File: config.mk
export PLATFORM = sky130hd
export DESIGN_NAME = fpec_cmd_fsm
export DESIGN_NICKNAME = d
export VERILOG_FILES = /design/src/design/fpec_pkg.sv /design/src/design/fpec_cmd_fsm.sv
export VERILOG_INCLUDE_DIRS = /design/src /design/src/design
export SDC_FILE = /design/constraint.sdc
export NUM_CORES = 1
export LEC_CHECK = 0
export BUFFER_PORTS_ARGS = -buffer_cell sky130_fd_sc_hd__buf_2
export CORE_ASPECT_RATIO = 0.9
export CORE_MARGIN = 5
export CORE_UTILIZATION = 45
export CTS_CLUSTER_SIZE = 20
export DETAILED_ROUTE_END_ITERATION = 8
export PLACE_DENSITY = 0.8
export SETUP_SLACK_MARGIN = 0.5
export SLEW_MARGIN = 20
export SYNTH_ARGS = -nofsm -noshare
export SYNTH_HDL_FRONTEND = slang
export SYNTH_SLANG_ARGS = --single-unit
File: constraint.sdc
create_clock -name clk_i -period 3 [get_ports clk_i]
set_input_delay 0.15 -clock clk_i [delete_from_list [all_inputs] [get_ports clk_i]]
set_output_delay 0.15 -clock clk_i [all_outputs]
set_load 0.01 [all_outputs]
File: src/design/fpec_defines.svh
// Constants of the flash program/erase command sequencer.
// Assumes a 40 MHz clock and 16-bit host data with commands in the low byte.
`ifndef FPEC_DEFINES_SVH
`define FPEC_DEFINES_SVH

`define FPEC_ADDR_W 22
`define FPEC_DATA_W 16
`define FPEC_SECT_N 128
`define FPEC_SECT_LSB 15

`define FPEC_UNLOCK1_ADDR 11'h555
`define FPEC_UNLOCK2_ADDR 11'h2aa
`define FPEC_UNLOCK1_DATA 8'haa
`define FPEC_UNLOCK2_DATA 8'h55

`define FPEC_CMD_PROG 8'ha0
`define FPEC_CMD_ERASE_SETUP 8'h80
`define FPEC_CMD_CHIP_ERASE 8'h10
`define FPEC_CMD_SECT_ERASE 8'h30
`define FPEC_CMD_BYPASS 8'h20
`define FPEC_CMD_BYPASS_EXIT1 8'h90
`define FPEC_CMD_BYPASS_EXIT2 8'h00
`define FPEC_CMD_RESET 8'hf0
`define FPEC_CMD_SUSPEND 8'hb0
`define FPEC_CMD_RESUME 8'h30

`define FPEC_BIT_POLL 7
`define FPEC_BIT_TOGGLE_A 6
`define FPEC_BIT_TLE 5
`define FPEC_BIT_TIMER 3
`define FPEC_BIT_TOGGLE_B 2

`define FPEC_CLK_PERIOD_NS 25
`define FPEC_WIN_MIN_NS 35000
`define FPEC_WIN_CYC ((`FPEC_WIN_MIN_NS + `FPEC_CLK_PERIOD_NS - 1) / `FPEC_CLK_PERIOD_NS)
`define FPEC_WIN_W 11

`endif

File: src/design/fpec_pkg.sv
// Types of the flash program/erase command sequencer.
// Assumes fpec_defines.svh supplies the numeric constants.
package fpec_pkg;
   typedef enum logic [3:0] {
      FPEC_READ,
      FPEC_UL1,
      FPEC_UL2,
      FPEC_PSETUP,
      FPEC_ESETUP,
      FPEC_EUL1,
      FPEC_EUL2,
      FPEC_WINDOW,
      FPEC_PROG,
      FPEC_ERASE,
      FPEC_SUSP,
      FPEC_FAIL,
      FPEC_BYP,
      FPEC_BYP_PSETUP,
      FPEC_BYP_ESETUP,
      FPEC_BYP_EXIT
   } fpec_state_t;

   typedef enum logic [1:0] {
      FPEC_PH_PREPROG,
      FPEC_PH_VERIFY,
      FPEC_PH_ERASE
   } fpec_phase_t;
endpackage

File: src/design/fpec_cmd_fsm.sv
// Command state machine of one flash bank: program, bypass, chip and sector erase.
// Assumes host writes arrive as one-cycle strobes on clk_i and an array engine
// outside performs pulses and reports completion on op_done_i / op_fail_i.
// Behaviour
// - Four writes launch a standard word program
// - Program completion returns bank to read mode
// - Report progress on poll and toggle bits
// - Ignore all commands while program runs
// - Hardware reset aborts program immediately
// - Setting a zero bit flags time limit
// - Two unlocks plus 20h enter bypass mode
// - Bypass program is A0h then address/data
// - Bypass mode accepts only bypass commands
// - 90h then 00h leaves bypass mode
// - High acceleration input forces bypass mode
// - Bypass chip erase needs two writes
// - Six writes start a chip erase
// - Erase preprograms and verifies before erasing
// - Chip erase ignores commands; reset aborts
// - Six writes with sector address request erase
// - Window of at least 35 us collects sectors
// - Other command in window returns to read
// - Erase timer bit shows window state
// - Erasing bank reads status, others array
// - Running sector erase accepts only suspend
// - Suspend in window suspends at once
// - Reset between cycles returns to read, except after A0h, where the write is programmed as data
`include "fpec_defines.svh"

module fpec_cmd_fsm (
   input wire logic clk_i,
   input wire logic rst_i,
   input wire logic hw_reset_n_i,
   input wire logic accel_program_input_i,
   input wire logic wr_i,
   input wire logic rd_i,
   input wire logic [`FPEC_ADDR_W-1:0] addr_i,
   input wire logic [`FPEC_DATA_W-1:0] wdata_i,
   input wire logic rd_bank_hit_i,
   input wire logic [`FPEC_DATA_W-1:0] array_rd_data_i,
   input wire logic [`FPEC_DATA_W-1:0] old_data_i,
   input wire logic op_done_i,
   input wire logic op_fail_i,
   output logic [`FPEC_DATA_W-1:0] rd_data_o,
   output logic prog_start_o,
   output logic [`FPEC_ADDR_W-1:0] prog_addr_o,
   output logic [`FPEC_DATA_W-1:0] prog_data_o,
   output logic erase_start_o,
   output logic erase_chip_o,
   output logic [`FPEC_SECT_N-1:0] erase_sectors_o,
   output logic [1:0] erase_phase_o,
   output logic busy_o,
   output logic bypass_o
);

   // Commands sit in the low byte; unlock checks use the low address bits only
   function automatic logic is_cmd(input logic [`FPEC_DATA_W-1:0] d, input logic [7:0] c);
      is_cmd = (d[7:0] == c);
   endfunction

   function automatic logic is_unlock(input logic [`FPEC_ADDR_W-1:0] a,
                                      input logic [`FPEC_DATA_W-1:0] d,
                                      input logic first);
      logic [10:0] ua;
      logic [7:0] ud;
      ua = first ? `FPEC_UNLOCK1_ADDR : `FPEC_UNLOCK2_ADDR;
      ud = first ? `FPEC_UNLOCK1_DATA : `FPEC_UNLOCK2_DATA;
      is_unlock = (a[10:0] == ua) && (d[7:0] == ud);
   endfunction

   function automatic logic [6:0] sect_of(input logic [`FPEC_ADDR_W-1:0] a);
      sect_of = a[`FPEC_ADDR_W-1:`FPEC_SECT_LSB];
   endfunction

   // Pin synchronisers: hardware reset and acceleration come from off-chip
   logic hwr_meta_q, hwr_sync_q, acc_meta_q, acc_sync_q;
   always_ff @(posedge clk_i)
   begin
      if (rst_i)
      begin
         hwr_meta_q <= 1'b1;
         hwr_sync_q <= 1'b1;
         acc_meta_q <= 1'b0;
         acc_sync_q <= 1'b0;
      end
      else
      begin
         hwr_meta_q <= hw_reset_n_i;
         hwr_sync_q <= hwr_meta_q;
         acc_meta_q <= accel_program_input_i;
         acc_sync_q <= acc_meta_q;
      end
   end

   logic abort;
   assign abort = ~hwr_sync_q;

   fpec_pkg::fpec_state_t state_q, state_d;
   fpec_pkg::fpec_phase_t phase_q, phase_d;
   logic bypass_q, bypass_d;
   logic [`FPEC_WIN_W-1:0] win_cnt_q, win_cnt_d;
   logic [`FPEC_ADDR_W-1:0] pa_q, pa_d;
   logic [`FPEC_DATA_W-1:0] pd_q, pd_d;
   logic [`FPEC_SECT_N-1:0] sect_q, sect_d;
   logic chip_q, chip_d;
   logic pstart_q, pstart_d, estart_q, estart_d;
   logic tle_q, tle_d;

   logic byp_mode;
   assign byp_mode = bypass_q | acc_sync_q;

   // Return point after an operation or an aborted sequence
   fpec_pkg::fpec_state_t idle_st;
   assign idle_st = byp_mode ? fpec_pkg::FPEC_BYP : fpec_pkg::FPEC_READ;

   always_comb
   begin
      state_d = state_q;
      phase_d = phase_q;
      bypass_d = bypass_q;
      win_cnt_d = win_cnt_q;
      pa_d = pa_q;
      pd_d = pd_q;
      sect_d = sect_q;
      chip_d = chip_q;
      pstart_d = 1'b0;
      estart_d = 1'b0;
      tle_d = tle_q;
      if (abort)
      begin
         // Pin reset terminates any operation and drops bypass
         state_d = fpec_pkg::FPEC_READ;
         bypass_d = 1'b0;
         sect_d = '0;
         chip_d = 1'b0;
         tle_d = 1'b0;
      end
      else
      begin
         unique case (state_q)
            fpec_pkg::FPEC_READ:
               if (wr_i && is_unlock(addr_i, wdata_i, 1'b1))
                  state_d = fpec_pkg::FPEC_UL1;
            fpec_pkg::FPEC_UL1:
               if (wr_i)
                  state_d = is_unlock(addr_i, wdata_i, 1'b0) ? fpec_pkg::FPEC_UL2
                            : fpec_pkg::FPEC_READ;
            fpec_pkg::FPEC_UL2:
               if (wr_i)
               begin
                  if (addr_i[10:0] == `FPEC_UNLOCK1_ADDR && is_cmd(wdata_i, `FPEC_CMD_PROG))
                     state_d = fpec_pkg::FPEC_PSETUP;
                  else if (addr_i[10:0] == `FPEC_UNLOCK1_ADDR
                           && is_cmd(wdata_i, `FPEC_CMD_ERASE_SETUP))
                     state_d = fpec_pkg::FPEC_ESETUP;
                  else if (addr_i[10:0] == `FPEC_UNLOCK1_ADDR
                           && is_cmd(wdata_i, `FPEC_CMD_BYPASS))
                  begin
                     state_d = fpec_pkg::FPEC_BYP;
                     bypass_d = 1'b1;
                  end
                  else
                     state_d = fpec_pkg::FPEC_READ;
               end
            fpec_pkg::FPEC_PSETUP, fpec_pkg::FPEC_BYP_PSETUP:
               if (wr_i)
               begin
                  // Final program write carries address and data
                  state_d = fpec_pkg::FPEC_PROG;
                  pa_d = addr_i;
                  pd_d = wdata_i;
                  pstart_d = 1'b1;
                  tle_d = 1'b0;
               end
            fpec_pkg::FPEC_ESETUP:
               if (wr_i)
                  state_d = is_unlock(addr_i, wdata_i, 1'b1) ? fpec_pkg::FPEC_EUL1
                            : fpec_pkg::FPEC_READ;
            fpec_pkg::FPEC_EUL1:
               if (wr_i)
                  state_d = is_unlock(addr_i, wdata_i, 1'b0) ? fpec_pkg::FPEC_EUL2
                            : fpec_pkg::FPEC_READ;
            fpec_pkg::FPEC_EUL2, fpec_pkg::FPEC_BYP_ESETUP:
               if (wr_i)
               begin
                  if (is_cmd(wdata_i, `FPEC_CMD_CHIP_ERASE)
                      && (state_q == fpec_pkg::FPEC_BYP_ESETUP
                          || addr_i[10:0] == `FPEC_UNLOCK1_ADDR))
                  begin
                     // Chip erase starts at once, no window
                     state_d = fpec_pkg::FPEC_ERASE;
                     chip_d = 1'b1;
                     sect_d = '1;
                     phase_d = fpec_pkg::FPEC_PH_PREPROG;
                     estart_d = 1'b1;
                     tle_d = 1'b0;
                  end
                  else if (is_cmd(wdata_i, `FPEC_CMD_SECT_ERASE))
                  begin
                     state_d = fpec_pkg::FPEC_WINDOW;
                     chip_d = 1'b0;
                     sect_d = '0;
                     sect_d[sect_of(addr_i)] = 1'b1;
                     win_cnt_d = `FPEC_WIN_W'(`FPEC_WIN_CYC - 1);
                     tle_d = 1'b0;
                  end
                  else
                     state_d = idle_st;
               end
            fpec_pkg::FPEC_WINDOW:
               if (wr_i && is_cmd(wdata_i, `FPEC_CMD_SECT_ERASE))
               begin
                  // Each added sector restarts the window from this strobe
                  sect_d[sect_of(addr_i)] = 1'b1;
                  win_cnt_d = `FPEC_WIN_W'(`FPEC_WIN_CYC - 1);
               end
               else if (wr_i && is_cmd(wdata_i, `FPEC_CMD_SUSPEND))
               begin
                  state_d = fpec_pkg::FPEC_SUSP;
                  phase_d = fpec_pkg::FPEC_PH_PREPROG;
               end
               else if (wr_i)
               begin
                  state_d = idle_st;
                  sect_d = '0;
               end
               else if (win_cnt_q == '0)
               begin
                  state_d = fpec_pkg::FPEC_ERASE;
                  phase_d = fpec_pkg::FPEC_PH_PREPROG;
                  estart_d = 1'b1;
               end
               else
                  win_cnt_d = win_cnt_q - `FPEC_WIN_W'(1);
            fpec_pkg::FPEC_PROG:
               // Writes are dropped here; only completion moves on
               if (op_fail_i || (op_done_i && |(pd_q & ~old_data_i)))
               begin
                  state_d = fpec_pkg::FPEC_FAIL;
                  tle_d = 1'b1;
               end
               else if (op_done_i)
                  state_d = idle_st;
            fpec_pkg::FPEC_ERASE:
               if (op_fail_i)
               begin
                  state_d = fpec_pkg::FPEC_FAIL;
                  tle_d = 1'b1;
               end
               else if (!chip_q && wr_i && is_cmd(wdata_i, `FPEC_CMD_SUSPEND))
                  state_d = fpec_pkg::FPEC_SUSP;
               else if (op_done_i && phase_q == fpec_pkg::FPEC_PH_ERASE)
               begin
                  state_d = idle_st;
                  sect_d = '0;
                  chip_d = 1'b0;
               end
               else if (op_done_i)
                  // Preprogram to zeros, verify, then erase
                  phase_d = (phase_q == fpec_pkg::FPEC_PH_PREPROG)
                            ? fpec_pkg::FPEC_PH_VERIFY : fpec_pkg::FPEC_PH_ERASE;
            fpec_pkg::FPEC_SUSP:
               if (wr_i && is_cmd(wdata_i, `FPEC_CMD_RESUME))
               begin
                  state_d = fpec_pkg::FPEC_ERASE;
                  estart_d = (phase_q == fpec_pkg::FPEC_PH_PREPROG);
               end
            fpec_pkg::FPEC_FAIL:
               if (wr_i && is_cmd(wdata_i, `FPEC_CMD_RESET))
               begin
                  state_d = idle_st;
                  tle_d = 1'b0;
                  sect_d = '0;
                  chip_d = 1'b0;
               end
            fpec_pkg::FPEC_BYP:
               if (wr_i)
               begin
                  if (is_cmd(wdata_i, `FPEC_CMD_PROG))
                     state_d = fpec_pkg::FPEC_BYP_PSETUP;
                  else if (is_cmd(wdata_i, `FPEC_CMD_ERASE_SETUP))
                     state_d = fpec_pkg::FPEC_BYP_ESETUP;
                  else if (is_cmd(wdata_i, `FPEC_CMD_BYPASS_EXIT1))
                     state_d = fpec_pkg::FPEC_BYP_EXIT;
                  // Anything else is invalid and leaves bypass idle
               end
            fpec_pkg::FPEC_BYP_EXIT:
               if (wr_i)
               begin
                  if (is_cmd(wdata_i, `FPEC_CMD_BYPASS_EXIT2))
                  begin
                     // A held acceleration pin keeps the bank in bypass, going straight back to FPEC_BYP
                     bypass_d = 1'b0;
                     state_d = acc_sync_q ? fpec_pkg::FPEC_BYP : fpec_pkg::FPEC_READ;
                  end
                  else
                     state_d = fpec_pkg::FPEC_BYP;
               end
         endcase
         if (state_d == fpec_pkg::FPEC_READ && acc_sync_q)
            state_d = fpec_pkg::FPEC_BYP;
      end
   end

   always_ff @(posedge clk_i)
   begin
      if (rst_i)
      begin
         state_q <= fpec_pkg::FPEC_READ;
         phase_q <= fpec_pkg::FPEC_PH_PREPROG;
         bypass_q <= 1'b0;
         win_cnt_q <= '0;
         pa_q <= '0;
         pd_q <= '0;
         sect_q <= '0;
         chip_q <= 1'b0;
         pstart_q <= 1'b0;
         estart_q <= 1'b0;
         tle_q <= 1'b0;
      end
      else
      begin
         state_q <= state_d;
         phase_q <= phase_d;
         bypass_q <= bypass_d;
         win_cnt_q <= win_cnt_d;
         pa_q <= pa_d;
         pd_q <= pd_d;
         sect_q <= sect_d;
         chip_q <= chip_d;
         pstart_q <= pstart_d;
         estart_q <= estart_d;
         tle_q <= tle_d;
      end
   end

   // Read path: status inside the busy bank, array data elsewhere
   logic status_st;
   assign status_st = (state_q == fpec_pkg::FPEC_PROG) || (state_q == fpec_pkg::FPEC_ERASE)
                      || (state_q == fpec_pkg::FPEC_WINDOW) || (state_q == fpec_pkg::FPEC_FAIL)
                      || (state_q == fpec_pkg::FPEC_SUSP);

   logic tog_a_q, tog_a_d, tog_b_q, tog_b_d;
   logic [`FPEC_DATA_W-1:0] rdata_q, rdata_d;

   always_comb
   begin
      tog_a_d = tog_a_q;
      tog_b_d = tog_b_q;
      rdata_d = rdata_q;
      if (rd_i && rd_bank_hit_i && status_st)
      begin
         rdata_d = '0;
         // Poll bit shows the complement of the target bit until done
         rdata_d[`FPEC_BIT_POLL] = (state_q == fpec_pkg::FPEC_PROG) ? ~pd_q[7]
                                   : (state_q == fpec_pkg::FPEC_SUSP);
         rdata_d[`FPEC_BIT_TOGGLE_A] = tog_a_q;
         rdata_d[`FPEC_BIT_TOGGLE_B] = tog_b_q;
         rdata_d[`FPEC_BIT_TLE] = tle_q;
         rdata_d[`FPEC_BIT_TIMER] = (state_q != fpec_pkg::FPEC_WINDOW);
         // Toggle A freezes while suspended; toggle B keeps going
         tog_a_d = (state_q == fpec_pkg::FPEC_SUSP) ? tog_a_q : ~tog_a_q;
         tog_b_d = ~tog_b_q;
      end
      else if (rd_i)
         rdata_d = array_rd_data_i;
   end

   always_ff @(posedge clk_i)
   begin
      if (rst_i)
      begin
         tog_a_q <= 1'b0;
         tog_b_q <= 1'b0;
         rdata_q <= '0;
      end
      else
      begin
         tog_a_q <= tog_a_d;
         tog_b_q <= tog_b_d;
         rdata_q <= rdata_d;
      end
   end

   assign rd_data_o = rdata_q;
   assign prog_start_o = pstart_q;
   assign prog_addr_o = pa_q;
   assign prog_data_o = pd_q;
   assign erase_start_o = estart_q;
   assign erase_chip_o = chip_q;
   assign erase_sectors_o = sect_q;
   assign erase_phase_o = phase_q;
   assign busy_o = status_st;
   assign bypass_o = byp_mode;

   prog_launch_a: assert property (@(posedge clk_i) disable iff (rst_i)
      (state_q == fpec_pkg::FPEC_PSETUP && wr_i && !abort)
      |=> (prog_start_o && prog_addr_o == $past(addr_i) && state_q == fpec_pkg::FPEC_PROG))
      else $error("Program launch missing");

   prog_return_a: assert property (@(posedge clk_i) disable iff (rst_i)
      (state_q == fpec_pkg::FPEC_PROG && op_done_i && !op_fail_i && !abort
       && !byp_mode && pd_q == (pd_q & old_data_i))
      |=> state_q == fpec_pkg::FPEC_READ)
      else $error("Program did not return to read");

   prog_ignore_a: assert property (@(posedge clk_i) disable iff (rst_i)
      (state_q == fpec_pkg::FPEC_PROG && wr_i && !op_done_i && !op_fail_i && !abort)
      |=> (state_q == fpec_pkg::FPEC_PROG && !prog_start_o))
      else $error("Command accepted during program");

   hw_abort_a: assert property (@(posedge clk_i) disable iff (rst_i)
      (!hw_reset_n_i ##1 !hw_reset_n_i ##1 !hw_reset_n_i)
      |=> (state_q == fpec_pkg::FPEC_READ && !bypass_q && !erase_chip_o))
      else $error("Hardware reset did not abort");

   bypass_enter_a: assert property (@(posedge clk_i) disable iff (rst_i)
      (state_q == fpec_pkg::FPEC_UL2 && wr_i && !abort && wdata_i[7:0] == `FPEC_CMD_BYPASS
       && addr_i[10:0] == `FPEC_UNLOCK1_ADDR)
      |=> (bypass_o && state_q == fpec_pkg::FPEC_BYP))
      else $error("Bypass mode not entered");

   window_len_a: assert property (@(posedge clk_i) disable iff (rst_i)
      (state_q != fpec_pkg::FPEC_WINDOW ##1 state_q == fpec_pkg::FPEC_WINDOW)
      |-> (win_cnt_q == `FPEC_WIN_W'(`FPEC_WIN_CYC - 1) && erase_sectors_o != '0))
      else $error("Erase window length wrong");

   timer_bit_a: assert property (@(posedge clk_i) disable iff (rst_i)
      (rd_i && rd_bank_hit_i && (state_q == fpec_pkg::FPEC_WINDOW
                                 || state_q == fpec_pkg::FPEC_ERASE))
      |=> rd_data_o[`FPEC_BIT_TIMER] == ($past(state_q) == fpec_pkg::FPEC_ERASE))
      else $error("Erase timer bit wrong");

   suspend_now_a: assert property (@(posedge clk_i) disable iff (rst_i)
      (state_q == fpec_pkg::FPEC_WINDOW && wr_i && !abort
       && wdata_i[7:0] == `FPEC_CMD_SUSPEND)
      |=> (state_q == fpec_pkg::FPEC_SUSP && !erase_start_o))
      else $error("Suspend in window not immediate");

   seq_reset_a: assert property (@(posedge clk_i) disable iff (rst_i)
      ((state_q == fpec_pkg::FPEC_UL1 || state_q == fpec_pkg::FPEC_ESETUP
        || state_q == fpec_pkg::FPEC_EUL1) && wr_i && !abort && !acc_sync_q
       && wdata_i[7:0] == `FPEC_CMD_RESET)
      |=> state_q == fpec_pkg::FPEC_READ)
      else $error("Reset between cycles ignored");

   other_bank_a: assert property (@(posedge clk_i) disable iff (rst_i)
      (rd_i && !rd_bank_hit_i) |=> rd_data_o == $past(array_rd_data_i))
      else $error("Other bank read not array data");

endmodule

After elaboration in Yosys (flattened, before gate mapping)
Index checks and enable logic that the tools add are counted.
- bitwise gates (word level): 10
- multiplexer cells: 103
- reduce and logical (&&, ||, !) cells: 52
- equal/unequal tests: 56
- add/sub/neg operators: 1
- order comparisons: 2
- operator list (operator ; number):
    $mux 128 ; 10
    $pmux 128 s4 ; 1
    $mux 4 ; 33
    $or 128x128->128 ; 1
    $mux 11 ; 7
    $pmux 4 s14 ; 1
    $eq 8x8->1 const B ; 6
    $ne 2x2->1 const B ; 20
    $eq 4x4->1 const B ; 8
    $mux 1 ; 28
    $mux 2 ; 12
    $pmux 11 s2 ; 1
    $ne 3x3->1 const B ; 7
    $reduce_and 7->1 ; 3
    $logic_and 1x1->1 ; 18
    $and 16x16->16 ; 1
    $eq 4x3->1 const B ; 4
    $eq 8x6->1 const B ; 2
    $mux 8 ; 2
    $not 16->16 ; 1
    $reduce_or 16->1 ; 1
    $eq 11x10->1 const B ; 1
    $eq 11x11->1 const B ; 1
    $logic_not 11->1 ; 1
    other kinds (33) ; 54
- bits of input ports: 79
- register bits after elaboration: 210
- output and inout port bits: 189
- logic and storage cells: 244

Logic depth before layout (Yosys ltp)
- depth in word-level cells: 11
- gate-level depth with buffers: 10
- depth with buffers taken out: 9

Least setup slack after synthesis
No wires, ideal clock.
- kind: reg-to-reg
- start point: register state_q[3]
- end point: register sect_q[100] (netlist: erase_sectors_o[100])
- path buffers: 3
- required time: 2881 ps
- path slack: 867 ps
- clock period less this slack: 2133 ps
- cell stages (with the launch flop): 10
- data arrival time: 2014 ps
- setup time: 119 ps
- path through: dfxtp_1 -> buf_2 -> inv_1 -> nand3_1 -> nor2_1 -> nor2_1 -> clkbuf_1 -> clkbuf_1 -> a21oi_1 -> o221a_1
- cells in the longest elaborated chain, start to end: 6
- elaborated cells on any way between the ends: 21
- classes of those cells: eq/ne (13); mux (3); reduce/logical (5)
- RTL lines (element ; RTL line ; RTL):
    from (decl) ; fpec_cmd_fsm.sv:98 ; fpec_pkg::fpec_state_t state_q, state_d;
    from (signal assigned) ; fpec_cmd_fsm.sv:309 ; state_q <= fpec_pkg::FPEC_READ;
    from (signal assigned) ; fpec_cmd_fsm.sv:323 ; state_q <= state_d;
    $eq 4x4->1 ; fpec_cmd_fsm.sv:140, fpec_cmd_fsm.sv:187 ;
    $logic_or 1x1->1 (no line) ; n/a ;
    $logic_and 1x1->1 ; fpec_cmd_fsm.sv:186 ; if (is_cmd(wdata_i, `FPEC_CMD_CHIP_ERASE)
    $mux 128 ; fpec_cmd_fsm.sv:186 ;
    $mux 128 ; fpec_cmd_fsm.sv:184 ; if (wr_i)
    $pmux 128 s4 ; fpec_cmd_fsm.sv:140 ; unique case (state_q)
    to (signal assigned) ; fpec_cmd_fsm.sv:329 ; sect_q <= sect_d;
    to (decl) ; fpec_cmd_fsm.sv:104 ; logic [`FPEC_SECT_N-1:0] sect_q, sect_d;
Several ways; a longest one is shown, not always the timed one. The select of a mux whose other input is x is not followed.
A chain may end at the register's enable or synchronous reset.

Final worst setup path
- start point: input wdata_i[4]
- end point: register state_q[2]
- cells in the longest elaborated chain, start to end: 11
- elaborated cells on any way between the ends: 53
- classes of those cells: eq/ne (10); mux (29); reduce/logical (14)
- RTL lines (element ; RTL line ; RTL):
    from (decl) ; fpec_cmd_fsm.sv:38 ; input wire logic [`FPEC_DATA_W-1:0] wdata_i,
    $eq 8x6->1 ; fpec_cmd_fsm.sv:58 ; is_cmd = (d[7:0] == c);
    $logic_and 1x1->1 ; fpec_cmd_fsm.sv:156 ; else if (addr_i[10:0] == `FPEC_UNLOCK1_ADDR
    $mux 4 ; fpec_cmd_fsm.sv:156 ;
    $mux 4 ; fpec_cmd_fsm.sv:153 ; else if (addr_i[10:0] == `FPEC_UNLOCK1_ADDR
    $mux 4 ; fpec_cmd_fsm.sv:151 ; if (addr_i[10:0] == `FPEC_UNLOCK1_ADDR && is_cmd(wdata_i, `FPEC_CMD_PROG))
    $mux 4 ; fpec_cmd_fsm.sv:149 ; if (wr_i)
    $pmux 4 s14 * ; fpec_cmd_fsm.sv:140 ;
    $mux 4 * ; fpec_cmd_fsm.sv:129 ; if (abort)
    $logic_not 4->1 ; fpec_cmd_fsm.sv:300 ; if (state_d == fpec_pkg::FPEC_READ && acc_sync_q)
    $logic_and 1x1->1 ; fpec_cmd_fsm.sv:300 ;
    $mux 4 * ; fpec_cmd_fsm.sv:300 ;
Mark *: on every way between the ends. The rest lies on a longest branch, timed or not. The select of a mux whose other input is x is not followed.

==> results summary <==
The post-synthesis instance total is between 1500 and 2000. The final critical path time including I/O delays and setup is 2.42 ns. By area the synthesized netlist is led by sky130_fd_sc_hd__dfxtp_1 36%, sky130_fd_sc_hd__a21oi_1 14%, sky130_fd_sc_hd__o221a_1 12%, sky130_fd_sc_hd__nand2_1 8.0%, sky130_fd_sc_hd__nor2_1 6.2%. The final design area excluding fillers came out at 0.0147 mm2.

The initial antenna violation count is 1. The total power divided by cell area is about 430 mW/mm2. Across the whole layout, storage elements account for 0.00421 mm2.

The number of distinct library cells after synthesis is 65. The total number of nets in the final design came out at between 1500 and 2000. The H-tree depth reported by CTS is 1. The max-capacitance violation count came out at 0. The number of warning messages in the yosys log is 0.

Entering global routing, the biggest net connects 132 pins. The number of cells in the design after placement is between 2000 and 2500. The worst reg-to-reg setup slack is roughly 0.59 ns. The leakage power summed over all cells is 5.75 nW. The via count is ~13000. The pre-CTS setup slack is 0.299 ns. The die boundary width came out at between 150 and 200 um. The final hold violation count came out at 0. The flow ran to the end, and the final reports show no timing, DRC or antenna violations. In this run the cell area of the synthesized design comes to 0.0115 mm2. The slew of the pin with the lowest slew margin is 1.08 ns. Hold timing on the final database bottoms out at a slack of between 0.02 and 0.03 ns. The count of nets left with antenna violations once routing finished came out at 0.

The worst setup path is launched from a primary input. The layout filler cell count came out at 2275. The upper clock frequency limit is 414 MHz. The worst IR drop on VDD is 0.468 mV. The post-synthesis area per instance came out at around 7.6 um2. Before antenna repair, the detailed router went through 6 iterations.

The share of flip-flops with an asynchronous set or reset after synthesis came out at 0%. STA classifies the critical path endpoint as a register. Dividing the final minimum period by the clock period gives a little over 80%. Setup violations remaining at the end of the flow were counted as 0.

The area occupied by multi-input gates is roughly 0.0066 mm2. Setup slack on the critical path of the routed design comes to 0.584 ns. The worst hold path belongs to the class in -> reg. The share of final-layout standard cells stronger than drive strength 1 came out at 23.8%. The number of clock buffers inserted by TritonCTS came out at 24. The area inside the core boundary is 0.0252 mm2.

From bottom edge to top edge, the die measures approximately 160 um. For this run, the number of standard cells in the final layout without fillers is 2133. The required time of the critical path is 3.41 ns. Leaving out fill and tap cells, the most frequent cell in the layout is sky130_fd_sc_hd__a21oi_1. The count of input and output buffers came out at 267. Among all flip-flop cells after synthesis, the most frequent one is sky130_fd_sc_hd__dfxtp_1. The area growth from synthesis to layout is 26.9%. The top-level I/O count is 268. The largest fanout on the critical path came out at 12. The placed standard-cell area came out at 0.0132 mm2. The final layout contains routed wiring with a total length of roughly 41000 um.

The initial DRC count came out at about 1400. Setup repair after global routing could not meet its margin everywhere. The die area is 0.0290 mm2. Once the floorplan was initialized, standard cells occupied 45.9% of the core.

The total overflow left after global routing is 0. The per-cell routed wire length is 19.0 um. The number of nets handed over by synthesis was 1598. The share of the Yosys chip area taken by registers is 36.4%. The congestion estimate from routability-driven global placement came to 1.00. The number of max-slew violations in the final report was 0.

TritonCTS built the clock tree. In the routed design, unresolved DRC markers number 0. For this run, the total global-route usage over all layers was measured as 26.0%. The worst clock skew came out at 0.0133 ns. By startpoint and endpoint, the worst setup path is classified as in -> reg. The clock sink total came out at 210. Data arrives at the worst endpoint at between 2 and 3 ns. The first global-routing pass estimated 62300 um of wire. The detailed placer's ending HPWL is 26600 um.

The total number of placement rows came out at 55. The root buffer cell chosen for the clock tree is sky130_fd_sc_hd__clkbuf_16. The accumulated negative setup slack is 0 ns. The per-cell via count in the routed design came out at about 5.9. Counting flops and latches in the post-synthesis netlist gives 210. The number of synthesized flops with an enable pin came out at 0. The clock transition at the registers of the reported paths is ~0.06 ns.

The via count of the first global-routing pass is 11500. The portion of synthesized cell area occupied by the leading cell type came out at 36.4%. The worst pin sits at a relative slew slack of 27.3%. The latest clock arrival within the worst-skew pair came out at 0.52 ns. The cell type contributing the most total cell area after synthesis is sky130_fd_sc_hd__dfxtp_1.

The longest clock path from root to sink contains 3 buffers. In the layout the commonest cells are 322 x sky130_fd_sc_hd__a21oi_1, 267 x sky130_fd_sc_hd__buf_2, 244 x sky130_fd_sc_hd__nand2_1, 208 x sky130_fd_sc_hd__dfxtp_1, 190 x sky130_fd_sc_hd__nor2_1.
final timing paths:
check	from	endpoint	cells past startpoint
max	wdata_i[4]	state_q[2]	9
min	rd_bank_hit_i	rd_data_o[3]	4
max reg2reg	state_q[3]	state_q[2]	9
min reg2reg	hwr_meta_q	hwr_sync_q	1
power breakdown:
part	switching, mW	internal [mW]	total [mW]
registers	0.0193	2.81	2.83
logic	0.330	0.205	0.534
clock network	1.21	1.76	2.97
timing repair:
action	4_1_cts	5_1_grt
endpoints found under the hold margin	54	0
setup endpoints to repair	81	137
hold buffers	54	0
pin swaps	0	2
gates resized for setup	2	12
buffers inserted	0	3
metal layers:
metal  up-vias  routed length [um]  track usage [%]
met5         -                   0                0
li1       5978                   -                -
met1      5959               16900             35.4
met4         0                1540             9.63
met2       650               18700             41.2
met3        94                3360             4.70
registers in the layout, summed over array words and instances (netlist names), 2 cells and up:
signal and flops:
erase_phase_o 2, erase_sectors_o 128, prog_addr_o 22, prog_data_o 16, rd_data_o 16, state_q 4, win_cnt_q 11
logic make-up (layout without fill, tap and decap cells):
logic type	after synthesis	count (layout)	share of synthesized area, %
XOR/XNOR	3	3	0.228
multiplexers	16	16	1.40
AO/OA/AOI/OAI	521	521	30.9
other	0	2	0
adder cells (fa/ha/maj)	2	2	0.217
flip-flops	210	210	36.4
AND/OR/NAND/NOR	586	586	23.0
buffers and inverters	179	451	7.88
worst max-delay path, cell delays in order:
cell and delay, ns:
sky130_fd_sc_hd__dlygate4sd3_1 0.56, sky130_fd_sc_hd__buf_2 0.28, sky130_fd_sc_hd__or4bb_1 0.53, sky130_fd_sc_hd__o21ai_1 0.35
sky130_fd_sc_hd__mux2_2 0.23, sky130_fd_sc_hd__nor3_1 0.05, sky130_fd_sc_hd__a41oi_1 0.30, sky130_fd_sc_hd__nand4_1 0.21
sky130_fd_sc_hd__o2bb2ai_1 0.17
Yosys cell counts, types with 13 or more instances:
cell type / n
sky130_fd_sc_hd__a21oi_1: 322
sky130_fd_sc_hd__buf_2: 15
sky130_fd_sc_hd__clkbuf_1: 128
sky130_fd_sc_hd__dfxtp_1: 210
sky130_fd_sc_hd__mux2i_1: 15
sky130_fd_sc_hd__nand2_1: 245
sky130_fd_sc_hd__nand2b_1: 13
sky130_fd_sc_hd__nand3_1: 16
sky130_fd_sc_hd__nand4_1: 14
sky130_fd_sc_hd__nor2_1: 192
sky130_fd_sc_hd__nor2b_1: 26
sky130_fd_sc_hd__nor3_1: 22
sky130_fd_sc_hd__o21ai_0: 16
sky130_fd_sc_hd__o221a_1: 121
metrics by stage:
| step | utilization (%) | power [mW] |
|---|---|---|
| floorplan | - | 3.16 |
| global placement | 52.6 | 3.34 |
| detailed placement | 52.6 | 3.35 |
| CTS | 57.9 | 6.35 |
| global route | 58.2 | 6.53 |
| finish | 58.2 | 6.33 |
area by class of cell:
class                      count  share of cell area [%]
inverter                      12                   0.307
sequential                   210                    28.7
tap                          342                    2.92
multi-input combinational   1128                    44.7
timing repair buffer         396                    17.9
antenna                        2                  0.0341
clock inverter                 5                   0.205
clock buffer                  38                    5.28
(Power assumes the default switching activity.)
